**config.mk**
```make
export PLATFORM = sky130hd
export DESIGN_NAME = tle_unit
export DESIGN_NICKNAME = d
export VERILOG_FILES = /design/src/tle_pkg.sv /design/src/tle_line_set.sv /design/src/tle_unit.sv
export SDC_FILE = /design/constraint.sdc
export NUM_CORES = 2
export LEC_CHECK = 0
export BUFFER_PORTS_ARGS = -buffer_cell sky130_fd_sc_hd__buf_2
export CAP_MARGIN = 20
export CORE_UTILIZATION = 60
export CTS_BUF_LIST = sky130_fd_sc_hd__clkbuf_16
export CTS_CLUSTER_SIZE = 20
export DETAILED_ROUTE_END_ITERATION = 10
export HOLD_SLACK_MARGIN = 0.02
export PLACE_DENSITY = 0.79
export SLEW_MARGIN = 20
export SYNTH_ARGS = -nofsm -noshare
export SYNTH_HDL_FRONTEND = slang
export SYNTH_SLANG_ARGS = --single-unit
```
**constraint.sdc**
```tcl
create_clock -name clk -period 13.33 [get_ports clk]
set_input_delay 2.666 -clock clk [delete_from_list [all_inputs] [get_ports clk]]
set_output_delay 2.666 -clock clk [all_outputs]
set_load 0.005 [all_outputs]
```
**src/tle_pkg.sv**
```systemverilog
// package of constants and types for the transactional lock elision unit
// assumes one core clock domain and synchronous active-high reset
// Notes on behaviour
// record read and write lines per transaction
// peer read of write line, write of either conflicts
// detected conflict aborts the active transaction
// buffered writes released together only on commit
// abort discards buffer and restarts non-transactionally
// capacity overflow or disruptive event aborts
// acquire hint: no lock write, lock in read set
// elided lock never written externally meanwhile
// own lock read returns the elided acquire value
// matching release suppresses write then commits
// failed hinted region reruns without elision
// without elision support hints are plain prefixes
// software must provide a lock-taking fallback path
// query reports transactional state, explicit abort aborts
// suspend and resume load tracking into read set
// abort restarts at fallback with status in accumulator
// explicit abort loads 8-bit code into accumulator
// nesting count enters at one, commits at zero
// one in-transaction flag drives query result
package tle_pkg;
   // ************************************************************
   // sizes
   // ************************************************************
   localparam int ADDR_W    = 32;
   localparam int LINE_LSB  = 6;
   localparam int LINE_W    = ADDR_W - LINE_LSB;
   localparam int DATA_W    = 32;
   localparam int SET_DEPTH = 8;
   localparam int SET_IDX_W = 3;
   localparam int NEST_W    = 4;
   localparam int CODE_W    = 8;
   localparam int ACC_W     = 32;
   // ************************************************************
   // abort status layout in the accumulator
   // ************************************************************
   localparam int ST_EXPLICIT   = 0;
   localparam int ST_CONFLICT   = 2;
   localparam int ST_CAPACITY   = 3;
   localparam int ST_EVENT      = 4;
   localparam int ST_CODE_LSB   = 24;
   localparam logic [NEST_W-1:0] NEST_MAX = 4'h000F;
   localparam logic [ACC_W-1:0]  ACC_RESET = 32'h0000_0000;

   typedef enum logic [1:0] {TLE_NONE, TLE_ELIDE, TLE_EXPLICIT} tle_mode_e;
   typedef enum {TLE_IDLE, TLE_ACTIVE, TLE_DRAIN} tle_state_e;
endpackage : tle_pkg

```
**src/tle_line_set.sv**
```systemverilog
// one set of cache-line tags with hit lookup for two probe addresses
// assumes inserts arrive one per cycle from the owning unit
`timescale 1ns/1ns
`default_nettype none
module tle_line_set
   import tle_pkg::*;
(
   input  wire logic              clk,
   input  wire logic              rst,
   input  wire logic              clear,
   input  wire logic              insert,
   input  wire logic [LINE_W-1:0] insertLine,
   input  wire logic [LINE_W-1:0] probeLine,
   input  wire logic [LINE_W-1:0] peerLine,
   output logic                   probeHit,
   output logic                   peerHit,
   output logic                   full
);
   logic [LINE_W-1:0]    tag   [SET_DEPTH];
   logic [SET_DEPTH-1:0] valid;
   logic [SET_IDX_W:0]   count;
   logic [SET_DEPTH-1:0] probeVec;
   logic [SET_DEPTH-1:0] peerVec;

   genvar g;
   generate
      for (g = 0; g < SET_DEPTH; g++) begin : gEntry
         assign probeVec[g] = valid[g] && tag[g] == probeLine;
         assign peerVec[g]  = valid[g] && tag[g] == peerLine;
         always_ff @(posedge clk) begin
            if (rst || clear) begin
               valid[g] <= 1'b0;
               tag[g]   <= '0;
            end else if (insert && !probeHit && !full && count[SET_IDX_W-1:0] == g) begin
               valid[g] <= 1'b1;
               tag[g]   <= insertLine;
            end
         end
      end
   endgenerate

   assign probeHit = |probeVec;
   assign peerHit  = |peerVec;
   assign full     = count[SET_IDX_W];

   always_ff @(posedge clk) begin
      if (rst || clear) begin
         count <= '0;
      end else if (insert && !probeHit && !full) begin
         count <= count + 1'b1;
      end
   end
endmodule : tle_line_set
`default_nettype wire

```
**src/tle_unit.sv**
```systemverilog
// transactional execution tracker for one logical processor
// assumes the core presents one memory or control event per cycle, and that
// the insert line of a set equals its probe line (same address per cycle)
`timescale 1ns/1ns
`default_nettype none
module tle_unit
   import tle_pkg::*;
(
   input  wire logic              clk,
   input  wire logic              rst,
   input  wire logic              elideSupported,
   // core side events
   input  wire logic              coreRead,
   input  wire logic              coreWrite,
   input  wire logic [ADDR_W-1:0] coreAddr,
   input  wire logic [DATA_W-1:0] coreWdata,
   input  wire logic              acquire_elide_hint,
   input  wire logic              release_elide_hint,
   input  wire logic [DATA_W-1:0] lockOldValue,
   input  wire logic              txn_begin_instr,
   input  wire logic [ADDR_W-1:0] fallbackAddr,
   input  wire logic              txn_end_instr,
   input  wire logic              txn_query_instr,
   input  wire logic              txn_explicit_abort_instr,
   input  wire logic [CODE_W-1:0] abortCode,
   input  wire logic              load_tracking_suspend_instr,
   input  wire logic              load_tracking_resume_instr,
   input  wire logic              disruptEvent,
   // peer snoops
   input  wire logic              peerRead,
   input  wire logic              peerWrite,
   input  wire logic [ADDR_W-1:0] peerAddr,
   // outputs
   output logic                   inTxn,
   output logic                   queryResult,
   output logic                   lockReadValid,
   output logic [DATA_W-1:0]      lockReadData,
   output logic                   extWriteValid,
   output logic [ADDR_W-1:0]      extWriteAddr,
   output logic [DATA_W-1:0]      extWriteData,
   output logic                   commitPulse,
   output logic                   abortPulse,
   output logic                   restartValid,
   output logic [ADDR_W-1:0]      restartAddr,
   output logic                   noElideReplay,
   output logic [ACC_W-1:0]       accumulator
);
   // ************************************************************
   // state
   // ************************************************************
   tle_mode_e           mode;
   logic [NEST_W-1:0]   nest;
   logic                loadTrackOff;
   logic [ADDR_W-1:0]   lockAddr;
   logic [DATA_W-1:0]   lockPre;
   logic [DATA_W-1:0]   lockElided;
   logic                lockHeld;
   logic [ADDR_W-1:0]   wbAddr [SET_DEPTH];
   logic [DATA_W-1:0]   wbData [SET_DEPTH];
   logic [SET_IDX_W:0]  wbCount;
   logic [SET_IDX_W:0]  drainIdx;
   logic                draining;

   logic [LINE_W-1:0]   coreLine;
   logic [LINE_W-1:0]   peerLine;
   logic                rdHit, rdPeer, rdFull;
   logic                wrHit, wrPeer, wrFull;
   logic                isLock;
   logic                rdIns, wrIns;
   logic                conflict, capacity, eventAbort, explicitAbort, doAbort;
   logic                startElide, startExplicit, endElide, endExplicit, doCommit;

   assign coreLine = coreAddr[ADDR_W-1:LINE_LSB];
   assign peerLine = peerAddr[ADDR_W-1:LINE_LSB];
   assign isLock   = lockHeld && coreAddr == lockAddr;

   // ************************************************************
   // read and write sets
   // ************************************************************
   // the lock line joins the read set, never the write set
   assign rdIns = inTxn && ((coreRead && !loadTrackOff) || (acquire_elide_hint && isLock));
   assign wrIns = inTxn && coreWrite && !isLock;

   tle_line_set uReadSet (
      .clk        (clk),
      .rst        (rst),
      .clear      (doAbort || doCommit),
      .insert     (rdIns || (startElide && mode == TLE_NONE)),
      .insertLine (coreLine),
      .probeLine  (coreLine),
      .peerLine   (peerLine),
      .probeHit   (rdHit),
      .peerHit    (rdPeer),
      .full       (rdFull)
   );

   tle_line_set uWriteSet (
      .clk        (clk),
      .rst        (rst),
      .clear      (doAbort || doCommit),
      .insert     (wrIns),
      .insertLine (coreLine),
      .probeLine  (coreLine),
      .peerLine   (peerLine),
      .probeHit   (wrHit),
      .peerHit    (wrPeer),
      .full       (wrFull)
   );

   // ************************************************************
   // abort and commit decisions
   // ************************************************************
   assign conflict = inTxn && ((peerRead && wrPeer) || (peerWrite && (rdPeer || wrPeer)));
   // capacity is judged on the write buffer too since it is the same depth
   assign capacity = inTxn && ((rdIns && rdFull && !rdHit) || (wrIns && wbCount[SET_IDX_W])
                     || (acquire_elide_hint && nest == NEST_MAX));
   assign eventAbort    = inTxn && disruptEvent;
   assign explicitAbort = inTxn && txn_explicit_abort_instr;
   assign doAbort       = conflict || capacity || eventAbort || explicitAbort;

   // hints degrade to legacy prefixes when elision is absent
   assign startElide    = elideSupported && acquire_elide_hint && !doAbort && !draining;
   assign startExplicit = txn_begin_instr && mode != TLE_ELIDE && !draining;
   assign endElide      = mode == TLE_ELIDE && release_elide_hint && nest == 4'h0001
                          && isLock && coreWdata == lockPre;
   assign endExplicit   = mode == TLE_EXPLICIT && txn_end_instr && nest == 4'h0001;
   assign doCommit      = (endElide || endExplicit) && !doAbort;

   // ************************************************************
   // mode, nesting and in-transaction flag
   // ************************************************************
   always_ff @(posedge clk) begin
      if (rst || doAbort || doCommit) begin
         mode  <= TLE_NONE;
         nest  <= '0;
         inTxn <= 1'b0;
      end else if (startElide && mode != TLE_EXPLICIT) begin
         mode  <= TLE_ELIDE;
         nest  <= nest + 1'b1;
         inTxn <= 1'b1;
      end else if (startExplicit) begin
         mode  <= TLE_EXPLICIT;
         nest  <= nest + 1'b1;
         inTxn <= 1'b1;
      end else if ((mode == TLE_ELIDE && release_elide_hint)
                   || (mode == TLE_EXPLICIT && txn_end_instr)) begin
         nest <= nest - 1'b1;
      end
   end

   always_ff @(posedge clk) begin
      if (rst) begin
         queryResult <= 1'b0;
      end else begin
         queryResult <= txn_query_instr ? inTxn : queryResult;
      end
   end

   always_ff @(posedge clk) begin
      if (rst || doAbort || doCommit) begin
         loadTrackOff <= 1'b0;
      end else if (inTxn && load_tracking_suspend_instr) begin
         loadTrackOff <= 1'b1;
      end else if (load_tracking_resume_instr) begin
         loadTrackOff <= 1'b0;
      end
   end

   // ************************************************************
   // elided lock
   // ************************************************************
   always_ff @(posedge clk) begin
      if (rst || doAbort || doCommit) begin
         lockHeld   <= 1'b0;
         lockAddr   <= '0;
         lockPre    <= '0;
         lockElided <= '0;
      end else if (startElide && !lockHeld && mode == TLE_NONE) begin
         lockHeld   <= 1'b1;
         lockAddr   <= coreAddr;
         lockPre    <= lockOldValue;
         lockElided <= coreWdata;
      end
   end

   always_ff @(posedge clk) begin
      if (rst) begin
         lockReadValid <= 1'b0;
         lockReadData  <= '0;
      end else begin
         lockReadValid <= coreRead && isLock;
         lockReadData  <= lockElided;
      end
   end

   // ************************************************************
   // write buffer and atomic drain
   // ************************************************************
   always_ff @(posedge clk) begin
      if (rst || doAbort) begin
         wbCount <= '0;
      end else if (draining && drainIdx + 1'b1 >= wbCount) begin
         wbCount <= '0;
      end else if (wrIns && !wbCount[SET_IDX_W]) begin
         wbAddr[wbCount[SET_IDX_W-1:0]] <= coreAddr;
         wbData[wbCount[SET_IDX_W-1:0]] <= coreWdata;
         wbCount <= wbCount + 1'b1;
      end
   end

   // stores leave only after commit; a drain blocks new regions until done
   always_ff @(posedge clk) begin
      if (rst) begin
         draining <= 1'b0;
         drainIdx <= '0;
      end else if (doCommit && wbCount != 0) begin
         draining <= 1'b1;
         drainIdx <= '0;
      end else if (draining) begin
         draining <= drainIdx + 1'b1 < wbCount;
         drainIdx <= drainIdx + 1'b1;
      end
   end

   always_ff @(posedge clk) begin
      if (rst) begin
         extWriteValid <= 1'b0;
         extWriteAddr  <= '0;
         extWriteData  <= '0;
      end else if (draining) begin
         extWriteValid <= 1'b1;
         extWriteAddr  <= wbAddr[drainIdx[SET_IDX_W-1:0]];
         extWriteData  <= wbData[drainIdx[SET_IDX_W-1:0]];
      end else begin
         // outside a region writes pass, except during a drain or in a region's opening cycle; lock writes while eliding never do
         extWriteValid <= coreWrite && !inTxn && !startElide && !startExplicit;
         extWriteAddr  <= coreAddr;
         extWriteData  <= coreWdata;
      end
   end

   // ************************************************************
   // abort status, restart and fallback
   // ************************************************************
   always_ff @(posedge clk) begin
      if (rst) begin
         restartAddr <= '0;
      end else if (startExplicit && mode == TLE_NONE) begin
         restartAddr <= fallbackAddr;
      end else if (startElide && mode == TLE_NONE) begin
         restartAddr <= coreAddr;
      end
   end

   always_ff @(posedge clk) begin
      if (rst) begin
         commitPulse   <= 1'b0;
         abortPulse    <= 1'b0;
         restartValid  <= 1'b0;
         noElideReplay <= 1'b0;
         accumulator   <= ACC_RESET;
      end else begin
         commitPulse  <= doCommit;
         abortPulse   <= doAbort;
         restartValid <= doAbort;
         noElideReplay <= doAbort && mode == TLE_ELIDE;
         if (doAbort && mode == TLE_EXPLICIT) begin
            accumulator <= '0;
            accumulator[ST_EXPLICIT] <= explicitAbort;
            accumulator[ST_CONFLICT] <= conflict;
            accumulator[ST_CAPACITY] <= capacity;
            accumulator[ST_EVENT]    <= eventAbort;
            if (explicitAbort) begin
               accumulator[ST_CODE_LSB +: CODE_W] <= abortCode;
            end
         end
      end
   end
endmodule : tle_unit
`default_nettype wire

```
**Yosys cells after proc, flatten, opt, wreduce, memory -nomap -nowiden**

Memories as Yosys holds them, arrays and structs flattened. A register that Yosys moved wholly into a read port is not among the register bits.
Index checks and enable logic that the tools add are counted.

- Add/sub/neg operators: 6
- $mul: 0
- Div/mod/pow operators: 0
- $lt $le $gt $ge: 2
- Equal/unequal tests: 54
- Shifts and indexed selects: 0
- Muxes and demuxes: 91
- Bitwise operators: 16
- Reduce and logical (&&, ||, !) cells: 138

Operators by type and width:

| operator | count |
|---|---|
| $eq A26 B26 Y1 | 32 |
| $mux W26 | 16 |
| $mux W32 | 4 |
| $logic_and A1 B1 Y1 | 95 |
| $eq A32 B32 Y1 | 2 |
| $mux W1 | 63 |
| $reduce_or A8 Y1 | 4 |
| $eq A3 B3 Y1 const B | 8 |
| $add A4 B1 Y4 const B | 5 |
| $or A1 B1 Y1 | 16 |
| $logic_or A1 B1 Y1 | 15 |
| $logic_not A1 Y1 | 13 |
| $eq A3 B2 Y1 const B | 4 |
| $mux W3 | 4 |
| $mux W4 | 3 |
| $mux W8 | 1 |
| $eq A3 B1 Y1 const B | 2 |
| $logic_not A3 Y1 | 2 |
| $reduce_bool A2 Y1 | 3 |
| $reduce_or A2 Y1 | 3 |
| $eq A4 B1 Y1 const B | 1 |
| $eq A4 B4 Y1 const B | 1 |
| $ge A4 B4 Y1 | 1 |
| $lt A4 B4 Y1 | 1 |
| other kinds (8) | 8 |

- Register bits after elaboration: 284
- Latch bits: 0
- Memory bits (writable): 928
- Bits in read-only memories: 0
- Logic and storage cells: 352
- Memories: 4

Memories:

| name | words | width | read ports | clocked after Yosys merged registers in | wr ports | line | text |
|---|---|---|---|---|---|---|---|
| wbAddr | 8 | 32 | 1 | 1 | 1 | tle_unit.sv:58 | `logic [ADDR_W-1:0] wbAddr [SET_DEPTH];` |
| wbData | 8 | 32 | 1 | 1 | 1 | tle_unit.sv:59 | `logic [DATA_W-1:0] wbData [SET_DEPTH];` |
| uReadSet.tag | 8 | 26 | 8 | 0 | 8 | tle_line_set.sv:19 | `logic [LINE_W-1:0] tag [SET_DEPTH];` |
| uWriteSet.tag | 8 | 26 | 8 | 0 | 8 | tle_line_set.sv:19 |  |

**Logic depth before layout (Yosys ltp)**

- Depth after elaboration: 25
- Depth in mapped cells: 15
- Depth with buffers taken out: 10

**By module**

From an unflattened synthesis, not the netlist that was laid out.

- Cell total of the unflattened synthesis: 4219
- Area, all modules: 56228.9 µm²

By module, submodules not included:

| module | instances | cells each | area each (µm²) | seq. area each (µm²) |
|---|---|---|---|---|
| tle_unit | 1 | 1967 | 29403.2 | 20639.8 |
| tle_line_set | 2 | 1126 | 13412.9 | 6486.2 |

**Worst setup path after synthesis**

No wires, ideal clock.

- Path type: input to register
- Start point: input port coreAddr[20]
- End point: memory wbAddr[0][0] (enable)
- Library setup time: 0.666 ns
- Arrival time: 11.349 ns
- Data required time: 12.664 ns
- Slack: 1.314 ns
- Stages: 11
- Cells stage by stage: buf_2 > buf_2 > xnor2_1 > nand4_1 > nor4_2 > nand4_1 > a31oi_1 > o32a_1 > nand2_1 > or3_1 > nor4b_1

- Cells in the longest elaborated chain, start to end: 16
- Elaborated cells on any way between the ends: 40
- Classes of those cells: 9 x eq/ne; 4 x mux; 27 x reduce/logical

RTL lines:

| what | line | text |
|---|---|---|
| from (decl) | tle_unit.sv:15 | `input wire logic [ADDR_W-1:0] coreAddr,` |
| $eq A32 B32 Y1 | tle_unit.sv:75 | `assign isLock = lockHeld && coreAddr == lockAddr;` |
| $logic_and A1 B1 Y1 | tle_unit.sv:75 |  |
| $logic_and A1 B1 Y1 | tle_unit.sv:81 | `assign rdIns = inTxn && ((coreRead && !loadTrackOff) \|\| (acquire_elide_hint && isLock));` |
| $logic_or A1 B1 Y1 | tle_unit.sv:81 |  |
| $logic_and A1 B1 Y1 | tle_unit.sv:81 |  |
| $logic_and A1 B1 Y1 (2 in a row) | tle_unit.sv:115 | `assign capacity = inTxn && ((rdIns && rdFull && !rdHit) \|\| (wrIns && wbCount[SET_IDX_W])` |
| $logic_or A1 B1 Y1 | tle_unit.sv:115 |  |
| $logic_or A1 B1 Y1 | tle_unit.sv:116 | `\|\| (acquire_elide_hint && nest == NEST_MAX));` |
| $logic_and A1 B1 Y1 | tle_unit.sv:115 |  |
| $logic_or A1 B1 Y1 (3 in a row) | tle_unit.sv:119 | `assign doAbort = conflict \|\| capacity \|\| eventAbort \|\| explicitAbort;` |
| $logic_or A1 B1 Y1 | tle_unit.sv:200 | `if (rst \|\| doAbort) begin` |
| $mux W1 (*) | tle_unit.sv:200 |  |
| $mux W1 (implied by the code) (*) | tle_unit.sv:205 | `wbAddr[wbCount[SET_IDX_W-1:0]] <= coreAddr;` |
| to (decl) | tle_unit.sv:58 |  |

Mark *: on every way between the ends. The rest lies on a longest branch, timed or not.

==> results.sh <==
export IMPL_worst_skew_late_latency_ns=0.74
export IMPL_row_count=112
export IMPL_multi_input_area_sq_um=20800
export IMPL_switching_power_share_of_the_total=0.255
export IMPL_final_core_utilization=0.672
export IMPL_maximum_number_of_pins_on_one_net_before_global_route_repair=166
export IMPL_cts_hold_buffers_added=0
export IMPL_syn_mean_instance_area_sq_um=13.6
export IMPL_cts_num_sinks=1215
export IMPL_final_setup_violation_count=0
export IMPL_vias_per_cell=6.40
export IMPL_startpoint_class_of_the_critical_path="input port"
export IMPL_clock_root_buffer="clkbuf_16"
export IMPL_die_w_microns=308
export IMPL_power_report_internal_total_w=0.00653
export IMPL_cp_max_fo=165
export IMPL_number_of_global_route_vias_before_repair=36300
export IMPL_cts_tree="done"
export IMPL_max_cap_violations=0
export IMPL_worst_setup_path_end_kind="flip-flop"
export IMPL_finalClockSkew_ns=0.0409
export IMPL_path_clk_slew_ns=0.06
export IMPL_portBuffers=325
export IMPL_grt_antenna_before_repair=13
export IMPL_detailed_placement_wirelength_estimate_microns=92700
export IMPL_fill_cells=6418
export IMPL_synth_enable_flop_cells=928
export IMPL_cts_inserted_buffers=120
export IMPL_cts_setup_buffers=0
export IMPL_finalNetCount=4589
export IMPL_critical_path_class="input port to flip-flop"
export IMPL_area_growth_synth_to_final_pct=11.1
export IMPL_share_comb_of_total_power=0.106
export IMPL_synth_cell_area_sq_um=56300
export IMPL_cts_resized=0
export IMPL_dr_pass1_iters=7
export IMPL_antenna_left=0
export IMPL_holdCritPathClass="flip-flop to flip-flop"
export IMPL_yosys_register_bits=1215
export IMPL_power_leakage_nw=22.8
export IMPL_yosys_warnings=0
export IMPL_timing_final_hold_violations=0
export IMPL_critPathArrivalTime_ns=8.53
export IMPL_timing_fmax_mhz=124
export IMPL_dr_total_vias=36800
export IMPL_timing_setup_tns_ns=0
export IMPL_total_drc_errors_in_the_routed_layout=0
export IMPL_final_period_utilization=0.607
export IMPL_gpl_final_weighted_congestion=0.943
export IMPL_effective_utilization_at_floorplan=0.605
export IMPL_slew_headroom=0.173
export IMPL_die_y_microns=308
export IMPL_power_share_clock=0.393
export IMPL_yosys_cell_types_count=66
export IMPL_design_portCount=352
export IMPL_regArea_sq_um=33600
export IMPL_status="finished clean"
export IMPL_wirelength_microns=166000
export IMPL_avgRoutedWirePerCell_microns=28.8
export IMPL_initialDrtViolationCount=5135
export IMPL_final_max_slew_viol_count=0
export IMPL_synth_async_sr_flop_share=0
export IMPL_max_clock_path_buffers=3
export IMPL_pwr_dens_nw_per_um2=140
export IMPL_coreArea_sq_um=93200
export IMPL_dieArea_sq_um=95100
export IMPL_post_synth_inst_count=4157
export IMPL_p_sw_w=0.00223
export IMPL_grt_overflow=0
export IMPL_layout_min_cycle_time_ns=8.08
export IMPL_post_route_cells_drive_above_1_share=0.180
export IMPL_unrepaired_setup_endpoints_after_global_routing="no"
export IMPL_seq_power_share=0.501
export IMPL_groute_usage_overall=0.346
export IMPL_sequential_share_of_the_synthesized_area=0.597
export IMPL_dominantRegCellSynth="edfxtp_1"
export IMPL_grt_first_pass_wirelength_microns=237000
export IMPL_holdWs_ns=0.464
export IMPL_max_vdd_ir_drop_mv=0.174
export IMPL_cts_htree_levels=3
export IMPL_timing_critical_path_required_ns=13.77
export IMPL_worst_pin_slew_ns=1.23
synth_stat cells (17+ instances only):
cell type	n	share of area
clkbuf_1	159	0.011
ha_1	22	0.0049
nor3_1	95	0.0084
mux4_2	128	0.051
nor2_1	283	0.019
nand2_1	25	0.0017
nor2_2	20	0.0022
and3_1	49	0.0054
and2_1	176	0.020
buf_2	48	0.0043
mux2i_1	173	0.031
nand4_1	122	0.014
xnor2_1	381	0.059
buf_1	22	0.0015
clkinv_1	28	0.0019
nor4_1	246	0.027
a211oi_1	70	0.0093
edfxtp_1	928	0.49
dfxtp_1	287	0.10
buf_6	40	0.0080
inv_1	33	0.0022
nand3_1	38	0.0034
nor2b_1	37	0.0041
a21oi_1	17	0.0015
xor2_1	519	0.081
buf_4	47	0.0063
routing by layer:
metal | wire (microns) | track usage | vias up
li1 | - | - | 15600
met1 | 58300 | 0.453 | 18000
met4 | 8030 | 0.158 | 8
met2 | 75000 | 0.537 | 2717
met3 | 24300 | 0.0997 | 520
met5 | 57 | 0 | -
path summary, 6_finish.rpt:
path	from	end	slack [ns]	cells after the start
setup / recovery	peerAddr[25]	uWriteSet.tag[1][1]	5.25	12
hold / removal	lockElided[20]	lockReadData[20]	0.46	1
setup reg to reg	uWriteSet.tag[2][17]	uWriteSet.tag[1][1]	7.66	11
hold reg to reg	lockElided[20]	lockReadData[20]	0.46	1
cell usage in the layout (no fill, tap or decap), drive strengths merged, types with 95 or more instances in the layout:
master,synthesis,routed
nor3,95,95
nor4,251,251
xnor2,384,384
mux2i,173,173
dfxtp,287,287
xor2,519,519
buf,167,409
edfxtp,928,928
clkbuf,159,126
and2,176,176
mux4,128,128
nand4,122,122
nor2,303,303
sequential cells by signal, indices dropped and copies added, names as in the netlist, 2 cells and up, named ones only:
| register | flops |
|---|---|
| accumulator | 12 |
| uWriteSet.tag | 208 |
| wbCount | 4 |
| uReadSet.count | 4 |
| wbData | 256 |
| uReadSet.tag | 208 |
| nest | 4 |
| uReadSet.valid | 8 |
| extWriteAddr | 32 |
| lockAddr | 32 |
| wbAddr | 256 |
| uWriteSet.count | 4 |
| extWriteData | 32 |
| mode | 2 |
| lockPre | 32 |
| lockReadData | 32 |
| drainIdx | 4 |
| lockElided | 32 |
| uWriteSet.valid | 8 |
| restartAddr | 32 |
through the flow:
step	power [W]	instances	cell area, sq um	worst slack, ns
after floorplan	0.00505	4176	56400	1.31
after global placement	0.00534	5507	58400	4.99
after detailed placement	0.00536	5509	58500	4.97
after CTS	0.00876	5739	62500	5.73
after global routing	0.00900	5746	62600	5.31
final	0.00877	5750	62600	5.25
power by group through the flow:
stage,Sequential [W],Combinational [W],Clock (W)
6_report,0.00439,0.000929,0.00345
5_1_grt,0.00441,0.000974,0.00361
4_1_cts,0.00439,0.000903,0.00347
3_5_place_dp,0.00447,0.000895,0
3_3_place_gp,0.00446,0.000878,0
2_1_floorplan,0.00445,0.000605,0
logic make-up (layout without fill, tap and decap cells):
logic type | after synthesis | in the layout | synth area share
simple gates | 1136 | 1136 | 0.112
xor+xnor | 903 | 903 | 0.141
fa+ha+maj | 22 | 22 | 0.00489
other cells | 1 | 25 | 0.0000666
compound gates | 184 | 184 | 0.0247
buf+inv | 390 | 705 | 0.0380
flops | 1215 | 1215 | 0.597
mux | 306 | 306 | 0.0829
cell type report:
class	count	area share
Timing Repair Buffer	411	0.0373
Clock inverter	106	0.0151
Antenna cell	5	0.000200
Clock buffer	124	0.0495
Sequential cell	1215	0.537
Tap cell	1254	0.0251
Multi-Input combinational cell	2571	0.332
Inverter	64	0.00384
worst max-delay path, cell delays in order:
cell      delay (ns)
buf_2           0.83
xnor2_1         0.21
nand4_1         0.13
nor4_1          1.03
a22oi_1         0.23
a41oi_1         0.81
a31o_1          0.32
or4_4           0.52
buf_12          0.52
nand4b_1        0.64
buf_6           0.25
nor2_1          0.06
Power figures use the tool's default switching activity.
